## src/rtl/fsfc_pkg.sv

```systemverilog
// Package for the frequency sensitivity feedback counters
package fsfc_pkg;
  localparam int unsigned CNT_W             = 56;
  localparam int unsigned REG_W             = 64;
  localparam int unsigned CLASS_LSB         = 56;
  localparam int unsigned CLASS_W           = 8;
  localparam int unsigned RETIRE_W          = 3;
  localparam logic [31:0] RETIRED_ADDR      = 32'hC0010080;
  localparam logic [31:0] REFERENCE_ADDR    = 32'hC0010081;
  localparam logic [7:0]  CLASS_FREQ_SENS   = 8'h01;
  localparam logic [CNT_W-1:0] CNT_RESET    = 56'h00000000000000;
  // Lab-derived weights before the common divide
  localparam logic [31:0] RETIRED_WEIGHT_RAW   = 32'h00001000;
  localparam logic [31:0] REFERENCE_WEIGHT_RAW = 32'h00000C00;
  localparam int unsigned WEIGHT_SHIFT         = 4;
  localparam logic [RETIRE_W-1:0] RETIRE_CAPACITY = 3'h4;
  localparam logic [CNT_W-1:0] RETIRED_INCREMENT_WEIGHT   =
    CNT_W'(RETIRED_WEIGHT_RAW >> WEIGHT_SHIFT);
  localparam logic [CNT_W-1:0] REFERENCE_INCREMENT_WEIGHT =
    CNT_W'(REFERENCE_WEIGHT_RAW >> WEIGHT_SHIFT);

  typedef struct packed {
    logic [CLASS_W-1:0] monitor_class_field;
    logic [CNT_W-1:0]   count_field;
  } fsfc_reg_t;

  typedef struct packed {
    logic        rd;
    logic [31:0] addr;
  } fsfc_req_t;
endpackage

```

## src/rtl/fsfc_counters.sv

```systemverilog
// Scaled retired and reference counters with read-only register port
`timescale 1ns/10ps
// How it works
// - Reference register is read-only 64 bits, scaled reference count in 55:0.
// - Bits 63:56 hold the class field, identical to the retired register's.
// - Retired counter adds the retired weight per retired instruction.
// - Reference counter adds weight times retire capacity every clock with clk_en high.
// - Both counters run on the core clock, so ratio ignores frequency.
// - Weights are fixed implementation constants, not absolute rates.
// - Retired weight is lab reference count; reference weight is compute-bound count.
// - Both weights are divided by one common power of two.
// - Counters run free and wrap modulo 2^56 back through zero.
// - Class field reads the frequency sensitivity monitor code, one.
// - Retired register is read-only, scaled retired count in 55:0.
module fsfc_counters
  import fsfc_pkg::*;
(
  input  wire logic                          clk,
  input  wire logic                          resetn,
  input  wire logic                          clk_en,
  input  wire logic [fsfc_pkg::RETIRE_W-1:0] retired_now,
  input  wire fsfc_pkg::fsfc_req_t           req,
  input  wire logic                          wr,
  output logic [fsfc_pkg::REG_W-1:0]         rd_data,
  output logic                               rd_valid,
  output logic                               rd_error
);
  import fsfc_pkg::*;

  logic [CNT_W-1:0] retired_q;
  logic [CNT_W-1:0] reference_q;
  logic [CNT_W-1:0] retired_d;
  logic [CNT_W-1:0] reference_d;
  fsfc_reg_t        reg_d;
  logic             hit_d;
  logic [1:0]       sel_d;

  ////////////////////////////////////////////////////////////////////////
  // Address match shared by the read path and the checks below
  // Bit 1 flags the reference register, bit 0 the retired register
  function automatic logic [1:0] fsfc_decode(input logic [31:0] addr);
    logic [1:0] hit;
    hit = 2'h0;
    if (addr == REFERENCE_ADDR)
      hit = 2'h2;
    else if (addr == RETIRED_ADDR)
      hit = 2'h1;
    return hit;
  endfunction

  ////////////////////////////////////////////////////////////////////////
  // Weights come from package constants only; no register can change them
  always_comb
  begin
    retired_d   = retired_q + CNT_W'(RETIRED_INCREMENT_WEIGHT * CNT_W'(retired_now));
    reference_d = reference_q + CNT_W'(REFERENCE_INCREMENT_WEIGHT * CNT_W'(RETIRE_CAPACITY));
  end

  // Both counters on the one core clock; natural wrap at 2^56
  always_ff @(posedge clk)
  begin
    if (!resetn)
    begin
      retired_q   <= CNT_RESET;
      reference_q <= CNT_RESET;
    end
    else if (clk_en)
    begin
      retired_q   <= retired_d;
      reference_q <= reference_d;
    end
  end

  ////////////////////////////////////////////////////////////////////////
  // Read decode; writes are ignored so software cannot disturb counts
  always_comb
  begin
    reg_d.monitor_class_field = CLASS_FREQ_SENS;
    reg_d.count_field         = CNT_RESET;
    hit_d                     = 1'b1;
    sel_d                     = fsfc_decode(req.addr);
    if (sel_d[1])
      reg_d.count_field = reference_q;
    else if (sel_d[0])
      reg_d.count_field = retired_q;
    else
    begin
      hit_d                     = 1'b0;
      reg_d.monitor_class_field = 8'h00;
    end
  end

  // Snapshot from registered counters only, never mid-update
  always_ff @(posedge clk)
  begin
    if (!resetn)
    begin
      rd_data  <= 64'h0000000000000000;
      rd_valid <= 1'b0;
      rd_error <= 1'b0;
    end
    else if (clk_en)
    begin
      rd_valid <= req.rd;
      rd_error <= (req.rd && !hit_d) || (wr && hit_d);
      if (req.rd)
        rd_data <= reg_d;
    end
  end

  ////////////////////////////////////////////////////////////////////////
  // Checker-only tallies of enabled edges and retired instructions
  // 32 bits is plenty for any run and keeps the compare cheap
  logic [31:0] edge_tally_q;
  logic [31:0] retire_tally_q;

  // Tallies follow the same reset and enable as the counters
  always_ff @(posedge clk)
  begin
    if (!resetn)
    begin
      edge_tally_q   <= 32'h00000000;
      retire_tally_q <= 32'h00000000;
    end
    else if (clk_en)
    begin
      edge_tally_q   <= edge_tally_q + 32'h00000001;
      retire_tally_q <= retire_tally_q + 32'(retired_now);
    end
  end

  ////////////////////////////////////////////////////////////////////////
  // One enabled edge adds exactly weight times capacity
  reference_step_a: assert property (@(posedge clk) disable iff (!resetn)
    clk_en |=> reference_q == CNT_W'($past(reference_q) + REFERENCE_INCREMENT_WEIGHT * CNT_W'(RETIRE_CAPACITY)))
    else $error("reference counter step wrong");

  // One enabled edge adds weight times the instructions retired
  retired_step_a: assert property (@(posedge clk) disable iff (!resetn)
    clk_en |=> retired_q == CNT_W'($past(retired_q) + RETIRED_INCREMENT_WEIGHT * CNT_W'($past(retired_now))))
    else $error("retired counter step wrong");

  // Whole history: reference count is edges times the step
  reference_total_a: assert property (@(posedge clk) disable iff (!resetn)
    reference_q == CNT_W'(CNT_W'(edge_tally_q) * REFERENCE_INCREMENT_WEIGHT * CNT_W'(RETIRE_CAPACITY)))
    else $error("reference total wrong");

  // Whole history: retired count is instructions times the weight
  retired_total_a: assert property (@(posedge clk) disable iff (!resetn)
    retired_q == CNT_W'(CNT_W'(retire_tally_q) * RETIRED_INCREMENT_WEIGHT))
    else $error("retired total wrong");

  // A low enable must freeze both counts
  frozen_hold_a: assert property (@(posedge clk) disable iff (!resetn)
    !clk_en |=> $stable(retired_q) && $stable(reference_q))
    else $error("counters moved while disabled");

  // A low enable must freeze the read outputs too
  frozen_outputs_a: assert property (@(posedge clk) disable iff (!resetn)
    !clk_en |=> $stable(rd_valid) && $stable(rd_error) && $stable(rd_data))
    else $error("read outputs moved while disabled");

  // Every good answer carries the monitor class code
  class_code_a: assert property (@(posedge clk) disable iff (!resetn)
    rd_valid && !rd_error |-> rd_data[REG_W-1:CLASS_LSB] == CLASS_FREQ_SENS)
    else $error("class field wrong");

  // Reference read returns the count as it stood at the request edge
  reference_read_a: assert property (@(posedge clk) disable iff (!resetn)
    clk_en && req.rd && fsfc_decode(req.addr) == 2'h2 |=> rd_data[CNT_W-1:0] == $past(reference_q))
    else $error("reference read mismatch");

  // Retired read returns the count as it stood at the request edge
  retired_read_a: assert property (@(posedge clk) disable iff (!resetn)
    clk_en && req.rd && fsfc_decode(req.addr) == 2'h1 |=> rd_data[CNT_W-1:0] == $past(retired_q))
    else $error("retired read mismatch");

  // An unmapped read answers zero and flags the error
  unmapped_read_a: assert property (@(posedge clk) disable iff (!resetn)
    clk_en && req.rd && fsfc_decode(req.addr) == 2'h0 |=> rd_error && rd_data == 64'h0000000000000000)
    else $error("unmapped read not refused");

  // Writes must not disturb either count
  write_ignored_a: assert property (@(posedge clk) disable iff (!resetn)
    clk_en && wr |=> reference_q == CNT_W'($past(reference_q) + REFERENCE_INCREMENT_WEIGHT * CNT_W'(RETIRE_CAPACITY))
      && retired_q == CNT_W'($past(retired_q) + RETIRED_INCREMENT_WEIGHT * CNT_W'($past(retired_now))))
    else $error("write disturbed count");

  // A write to a mapped register is reported, never applied
  write_flag_a: assert property (@(posedge clk) disable iff (!resetn)
    clk_en && wr && fsfc_decode(req.addr) != 2'h0 |=> rd_error)
    else $error("mapped write not flagged");

  // Every enabled read is answered on the next edge
  read_valid_a: assert property (@(posedge clk) disable iff (!resetn)
    clk_en && req.rd |=> rd_valid)
    else $error("read not answered");

  // Valid is a pulse: no read, no answer
  valid_pulse_a: assert property (@(posedge clk) disable iff (!resetn)
    clk_en && !req.rd |=> !rd_valid)
    else $error("spurious read answer");

  // Read data holds between reads so software sees one snapshot
  data_hold_a: assert property (@(posedge clk) disable iff (!resetn)
    clk_en && !req.rd |=> $stable(rd_data))
    else $error("read data changed without a read");

  // Wrap only after the full 56-bit range; too slow to reach in a run
  wrap_free_a: assert property (@(posedge clk) disable iff (!resetn)
    clk_en && reference_q > reference_d |=> reference_q < $past(reference_q))
    else $error("wrap not taken");

  // Reset clears counts and answers; not gated by reset on purpose
  reset_clear_a: assert property (@(posedge clk)
    !resetn |=> reference_q == CNT_RESET && retired_q == CNT_RESET && !rd_valid && !rd_error)
    else $error("reset did not clear state");
endmodule // fsfc_counters

```

## config.mk

```make
export PLATFORM = sky130hd
export DESIGN_NAME = fsfc_counters
export DESIGN_NICKNAME = d
export VERILOG_FILES = /design/src/rtl/fsfc_pkg.sv /design/src/rtl/fsfc_counters.sv
export SDC_FILE = /design/constraint.sdc
export NUM_CORES = 1
export LEC_CHECK = 0
export BUFFER_PORTS_ARGS = -buffer_cell sky130_fd_sc_hd__buf_2
export CAP_MARGIN = 20
export CORE_UTILIZATION = 52
export DETAILED_ROUTE_END_ITERATION = 6
export GPL_ROUTABILITY_DRIVEN = 1
export HOLD_SLACK_MARGIN = 0.06
export MAX_ROUTING_LAYER = met4
export PLACE_DENSITY_LB_ADDON = 0.15
export SLEW_MARGIN = 15
export SYNTH_ARGS = -nofsm -noshare
export SYNTH_HDL_FRONTEND = slang
export SYNTH_SLANG_ARGS = --single-unit
export TNS_END_PERCENT = 10
```

## constraint.sdc

```tcl
create_clock -name clk -period 3.34 [get_ports clk]
set_clock_uncertainty 0.2 [all_clocks]
set_input_delay 0.334 -clock clk [delete_from_list [all_inputs] [get_ports clk]]
set_output_delay 0.334 -clock clk [all_outputs]
set_load 0.1 [all_outputs]
```

-- Yosys cells after proc, flatten, opt, wreduce, memory -nomap -nowiden
Cells that the tools add are included.
- register bits: 178
- input port bits: 40
- word-level logic and storage cells: 22
- add/subtract/negate cells: 2
- equality and inequality tests: 2
- multiplexer cells: 8
- reduce and logical (&&, ||, !) cells: 5
- operators by type and width (operator ; number):
    2-to-1 mux 56 bit ; 2
    == test 32 bit (second input constant) ; 2
    adder 56 x 10 -> 56 bit (second input constant) ; 1
    adder 56 x 11 -> 56 bit ; 1
    2-to-1 mux 8 bit ; 1
    2-to-1 mux 1 bit ; 4
    logical AND 1 bit ; 2
    2-to-1 mux 2 bit ; 1
    AND reduction 2 bit ; 1
    logical NOT 1 bit ; 1
    logical OR 1 bit ; 1

-- Longest topological paths before layout
Gate-level depths: netlist of run 1.
- depth after elaboration: 8
- mapped depth: 8

-- Least setup slack after synthesis of run 1
No wires, ideal clock.
- path type: register to register
- from: reg retired_q[9]
- to: reg retired_q[45]
- library setup time: 70 ps
- arrival time: 2346 ps
- data required time: 3070 ps
- setup slack: 724 ps
- cell stages (with the launch flop): 8
- buffers on the path: 1
- path through: dfxtp_1 -> ha_1 -> a211oi_1 -> or4_1 -> buf_2 -> or4_4 -> or4b_1 -> a21oi_1
- word-level cells in the longest chain between the ends: 1
- RTL lines (what ; RTL line ; source):
    start, declared ; fsfc_counters.sv:30 ; logic [CNT_W-1:0] retired_q;
    start signal, assigned ; fsfc_counters.sv:69 ; retired_q <= retired_d;
    adder 56 x 11 -> 56 bit ; fsfc_counters.sv:55 ; retired_d = retired_q + CNT_W'(RETIRED_INCREMENT_WEIGHT * CNT_W'(retired_now));
No other way between the ends.
A chain may end at the register's enable or synchronous reset.

==> results.sh, run 1 <==
export IMPL_root_buffer="clkbuf_16"
export IMPL_cts_setup_buffers=0
export IMPL_wl_met2_mm=8.16
export IMPL_fillers=1188
export IMPL_clock_path_buffers=2
export IMPL_critPathMaxStageDelay_ns=0.66
export IMPL_dpl_hpwl_mm=11.7
export IMPL_period_share=0.871
export IMPL_status="finished clean"
export IMPL_grt_remaining_overflow=0
export IMPL_met3_length_um=700
export IMPL_multi_input_area_sq_um=3850
export IMPL_finalMaxSlewViolations=0
export IMPL_cp_slowest_cell="or4_1"
export IMPL_antenna_found_initial=0
export IMPL_synth_cell_types=46
export IMPL_seq_area_frac_synth=0.414
export IMPL_clock_sinks=147
export IMPL_synth_seq_cells=147
export IMPL_hp_class="in2reg"
export IMPL_pin_count=106
export IMPL_async_flop_share=0
export IMPL_grt_max_degree=78
export IMPL_htreeDepth=4
export IMPL_cts_tree="built"
export IMPL_syn2layout_area_growth_pct=18.2
export IMPL_initial_core_util=0.535
export IMPL_n_antenna_cell=0
export IMPL_drc=0
export IMPL_drtIter0Drc=420
export IMPL_tightest_slew_ns=0.817
export IMPL_rows=42
export IMPL_drive_gt1_frac=0.198
export IMPL_yosysMostFrequentCell="dfxtp_1"
export IMPL_ff_latch_area_sq_um=2940
export IMPL_syn_area_per_cell_sq_um=8.26
export IMPL_grt_pass1_vias=5855
export IMPL_vias=6281
export IMPL_setup_worst_path_start_class="input port"
export IMPL_holdWs_ns=0.0869
export IMPL_netlist_area_sq_um=7110
export IMPL_rsz0062_at_grt="no"
export IMPL_drt_pass1_iterations=5
export IMPL_cp_top_family="simple AND/OR/NAND/NOR gates"
export IMPL_tns_ns=0
export IMPL_cp_arrival_ns=3.06
export IMPL_vdd_ir_drop_max_uv=325
export IMPL_antenna_left=0
export IMPL_finalSetupViolations=0
export IMPL_synth_top_area_share=0.414
export IMPL_grt_pass1_wl_mm=28.8
export IMPL_path_cells="dlygate4sd3_1 > buf_2 > nand2_1 > or4_1 > or4_4 > or4b_1 > a21oi_1"
export IMPL_nets=986
export IMPL_coreArea_sq_um=13300
export IMPL_relSlewSlack=0.455
export IMPL_worst_path_max_fanout=13
export IMPL_cts_buffers=17
export IMPL_syn_inst=861
export IMPL_grtUsageTotal=0.263
export IMPL_dieArea_sq_um=14100
export IMPL_worstPathRequired_ns=3.50
export IMPL_p_leak_nw=3.04
export IMPL_cts_resized=0
export IMPL_clk_latency_ns=0.42
export IMPL_hold_viol_final=0
export IMPL_wl_per_cell_um=15.2
export IMPL_gp_congestion=0.851
export IMPL_cp_end_kind="register"
export IMPL_cap_violations=0
export IMPL_io_buffers=90
export IMPL_synth_area_top_cells="dfxtp_1 (41%), mux2_2 (6.5%), a21oi_1 (5.8%), nand3_1 (5.6%), nand2_1 (5.2%)"
export IMPL_die_h_um=119
export IMPL_synth_common_cells="dfxtp_1 (147), nand2_1 (98), a21oi_1 (82)"
export IMPL_synthFlopType="dfxtp_1"
export IMPL_final_cells=1129
export IMPL_dp_cells=1095
export IMPL_top_layer="met4"
export IMPL_powerDensity_nw_per_um2=495
export IMPL_die_w_um=119
export IMPL_wl_met1_mm=8.06
export IMPL_synth_edf_count=0
export IMPL_via_per_inst=5.56
export IMPL_fmax_ghz=0.344
export IMPL_path_class="in2reg"
export IMPL_yosysWarnings=0
export IMPL_clk_pin_slew_ns=0.06
export IMPL_synth_top_area_cell="dfxtp_1"
export IMPL_crit_buf_inv=2
export IMPL_period_needed_ns=2.91
export IMPL_drt_wl_total_mm=17.2
[layer usage]
layer,GRT usage,vias to the layer above
met5,-,-
met4,0.0902,0
met3,0.0556,22
met2,0.411,122
met1,0.337,2952
li1,-,3185
[cell families after synthesis]
group	count (synthesis)	share of synthesized area
simple gates	389	0.279
flops	147	0.414
compound gates	130	0.0987
fa+ha+maj	5	0.00985
other cells	1	0.000527
buf+inv	84	0.0530
xor+xnor	56	0.0690
mux	49	0.0762
[metrics by stage]
step / area (sq um) / util / power, W / setup WS (ns)
2_1_floorplan: 7160 / - / 0.00202 / 0.724
3_3_place_gp: 7720 / 0.581 / 0.00206 / 0.526
3_5_place_dp: 7720 / 0.581 / 0.00207 / 0.517
4_1_cts: 8410 / 0.632 / 0.00419 / 0.474
5_1_grt: 8410 / 0.632 / 0.00429 / 0.313
6_report: 8410 / 0.632 / 0.00416 / 0.431
[power by group]
part | internal, W | switching [W] | total, W
registers | 0.00176 | 0.0000130 | 0.00178
clock network | 0.00141 | 0.000720 | 0.00213
logic | 0.0000679 | 0.000186 | 0.000254
[flip-flops by register name (all words and copies together), names as in the netlist]
| register | flops |
|---|---|
| rd_data | 49 |
| reference_q | 48 |
| retired_q | 48 |
| rd_error | 1 |
| rd_valid | 1 |
[placed cells by master, fill, tap and decap left out, types with 6 or more instances in the layout]
| cell type | n |
|---|---|
| dfxtp_1 | 147 |
| nand2_1 | 98 |
| buf_2 | 90 |
| a21oi_1 | 82 |
| nand3_1 | 79 |
| nor2_1 | 66 |
| mux2_2 | 41 |
| xnor2_1 | 36 |
| o21ai_0 | 31 |
| nand4_1 | 27 |
| or3_1 | 27 |
| nor4_1 | 22 |
| xor2_1 | 20 |
| inv_1 | 17 |
| clkbuf_16 | 17 |
| buf_4 | 17 |
| conb_1 | 15 |
| nor3_1 | 13 |
| nand2b_1 | 9 |
| or4_1 | 9 |
| and2_1 | 8 |
| mux2i_1 | 8 |
| and3_1 | 7 |
| and4_1 | 6 |
| o31ai_1 | 6 |
| clkinv_2 | 6 |
| bufinv_16 | 6 |
[worst reg2reg max path, stage by stage, from the launching register on]
cell	delay [ns]
dfxtp_1	0.34
ha_1	0.30
a211oi_1	0.09
or4_1	0.59
or4_4	0.54
or4b_1	0.47
a21oi_1	0.14
[what timing repair did]
item                                    4_1_cts  5_1_grt
endpoints found under the setup margin        0        0
hold buffers                                  3        0
hold endpoints to repair                      2        0
[worst paths after layout]
kind | startpoint | to | slack, ns | cells after the start
max | clk_en | retired_q[45] | 0.43 | 7
min | retired_now[0] | retired_q[8] | 0.09 | 4
max reg2reg | retired_q[9] | retired_q[45] | 0.60 | 6
min reg2reg | rd_data[24] | rd_data[24] | 0.25 | 2
[layout make-up]
cell class,instances,area share
sequential,147,0.350
tap,176,0.0262
multi-input combinational,644,0.458
inverter,18,0.00833
clock inverter,12,0.0250
clock buffer,19,0.0527
timing repair buffer,113,0.0795
(Power assumes the default switching activity.)
==> run 2: changes to the inputs <==
Settings changed: BUFFER_PORTS_ARGS -buffer_cell sky130_fd_sc_hd__buf_2 to -buffer_cell sky130_fd_sc_hd__clkbuf_2.
==> results.sh, run 2 (synthesis gave the netlist of run 1 again) <==
export IMPL_path_class="reg2reg"
export IMPL_grt_pass1_wl_mm=29.5
export IMPL_tns_ns=0
export IMPL_setup_worst_path_start_class="register"
export IMPL_period_share=0.849
export IMPL_grt_max_degree=56
export IMPL_cp_slowest_cell="or4_1"
export IMPL_cp_top_family="simple AND/OR/NAND/NOR gates"
export IMPL_regMostFlops="rd_data"
export IMPL_clock_path_buffers=2
export IMPL_drt_wl_total_mm=17.7
export IMPL_layout_commonest_cell="dfxtp_1"
export IMPL_fillers=1148
export IMPL_vdd_ir_drop_max_uv=332
export IMPL_die_w_um=119
export IMPL_period_needed_ns=2.84
export IMPL_rsz0062_at_grt="no"
export IMPL_via_per_inst=5.65
export IMPL_tightest_slew_ns=0.750
export IMPL_reg_top3="rd_data x49, reference_q x48, retired_q x48"
export IMPL_cts_buffers=17
export IMPL_drtIter0Drc=524
export IMPL_status="finished clean"
export IMPL_drt_pass1_iterations=6
export IMPL_largest_reg_flops=49
export IMPL_grtUsageTotal=0.268
export IMPL_startpoint="retired_q[8]"
export IMPL_p_leak_nw=3.00
export IMPL_nets=983
export IMPL_coreArea_sq_um=13300
export IMPL_n_antenna_cell=0
export IMPL_drc=0
export IMPL_r2r_start="retired_q[8]"
export IMPL_hp_class="in2reg"
export IMPL_crit_buf_inv=0
export IMPL_initial_core_util=0.535
export IMPL_pin_count=106
export IMPL_vias=6371
export IMPL_cp_end_kind="register"
export IMPL_worstHoldStart="retired_now[0]"
export IMPL_rows=42
export IMPL_wl_per_cell_um=15.7
export IMPL_drive_gt1_frac=0.198
export IMPL_antenna_left=0
export IMPL_dp_cells=1093
export IMPL_clk_latency_ns=0.43
export IMPL_gp_congestion=0.885
export IMPL_dpl_hpwl_mm=11.8
export IMPL_relSlewSlack=0.499
export IMPL_final_cell_mix="dfxtp_1 (147), nand2_1 (98), clkbuf_2 (90), a21oi_1 (82), nand3_1 (79)"
export IMPL_syn2layout_area_growth_pct=18.6
export IMPL_cp_arrival_ns=2.99
export IMPL_antenna_found_initial=0
export IMPL_io_buffers=90
export IMPL_worstPathRequired_ns=3.49
export IMPL_worst_path_max_fanout=7
export IMPL_final_cells=1127
export IMPL_clk_pin_slew_ns=0.06
export IMPL_cap_violations=0
export IMPL_htreeDepth=4
export IMPL_powerDensity_nw_per_um2=517
export IMPL_cts_setup_buffers=0
export IMPL_grt_remaining_overflow=0
export IMPL_hold_viol_final=0
export IMPL_die_h_um=119
export IMPL_critPathMaxStageDelay_ns=0.69
export IMPL_path_cells="ha_1 > fa_1 > a21oi_1 > or3_1 > or4_1 > or3_1 > a21oi_1"
export IMPL_dieArea_sq_um=14100
export IMPL_finalSetupViolations=0
export IMPL_postLayoutCellArea_sq_um=8440
export IMPL_clock_sinks=147
export IMPL_grt_pass1_vias=5989
export IMPL_placed_area_sq_um=7700
export IMPL_cts_tree="built"
export IMPL_root_buffer="clkbuf_16"
export IMPL_fmax_ghz=0.353
export IMPL_finalMaxSlewViolations=0
==> run 2: cell count changes in the layout (fill, tap and decap cells not counted), moves of 2 or more <==
cell        previous run  this run
buf_2                 90         0
bufinv_16              6         8
clkbuf_2               0        90
clkinv_2               6         1
clkinvlp_4             0         2
==> run 2: what timing repair did <==
item / in CTS / in global routing
hold endpoints to repair: 1 / 0
resized for setup: 0 / 0
endpoints found under the setup margin: 0 / 0
hold buffers: 2 / 0
==> run 2: layer usage <==
layer | global-route usage | vias up | part of all wire
li1 | - | 3166 | -
met1 | 0.337 | 3024 | 0.46
met2 | 0.424 | 154 | 0.48
met3 | 0.0570 | 27 | 0.046
met4 | 0.100 | 0 | 0.021
met5 | - | - | 0
==> run 2: area by class of cell <==
type	count	area [sq um]	area share
clock inverter	13	278	0.0329
inverter	18	70.1	0.00830
timing repair buffer	110	631	0.0747
clock buffer	19	443	0.0525
tap	176	220	0.0261
sequential	147	2940	0.349
multi-input combinational	644	3850	0.457
==> run 2: final timing paths <==
| path | to | slack [ns] | depth (start not counted) |
|---|---|---|---|
| worst max-delay path | retired_q[38] | 0.50 | 7 |
| worst min-delay path | retired_q[8] | 0.1 | 4 |
| worst max register to register | retired_q[38] | 0.50 | 7 |
| worst min register to register | rd_data[23] | 0.25 | 2 |
==> run 2: metrics by stage <==
| stage | setup WS (ns) | power [W] | utilization | hold slack [ns] |
|---|---|---|---|---|
| floorplan | 0.724 | 0.00202 | - | 0.243 |
| global placement | 0.548 | 0.00206 | 0.579 | 0.240 |
| detailed placement | 0.523 | 0.00207 | 0.579 | 0.243 |
| CTS | 0.545 | 0.00438 | 0.635 | 0.0868 |
| global route | 0.354 | 0.00448 | 0.635 | 0.119 |
| finish | 0.504 | 0.00436 | 0.635 | 0.0970 |
==> run 2: worst reg2reg max path: cells and delay by family, from the launching register on <==
kind / cells / cell delay (ns)
simple gates: 3 / 1.47
flops: 1 / 0.35
compound gates: 2 / 0.29
fa+ha+maj: 2 / 0.45
==> run 2: report_power, final <==
part           internal, W  switching, W  total [W]
Combinational    0.0000674      0.000187   0.000254
Sequential         0.00176     0.0000130    0.00178
Clock              0.00157      0.000753    0.00233
Total              0.00341      0.000953    0.00436
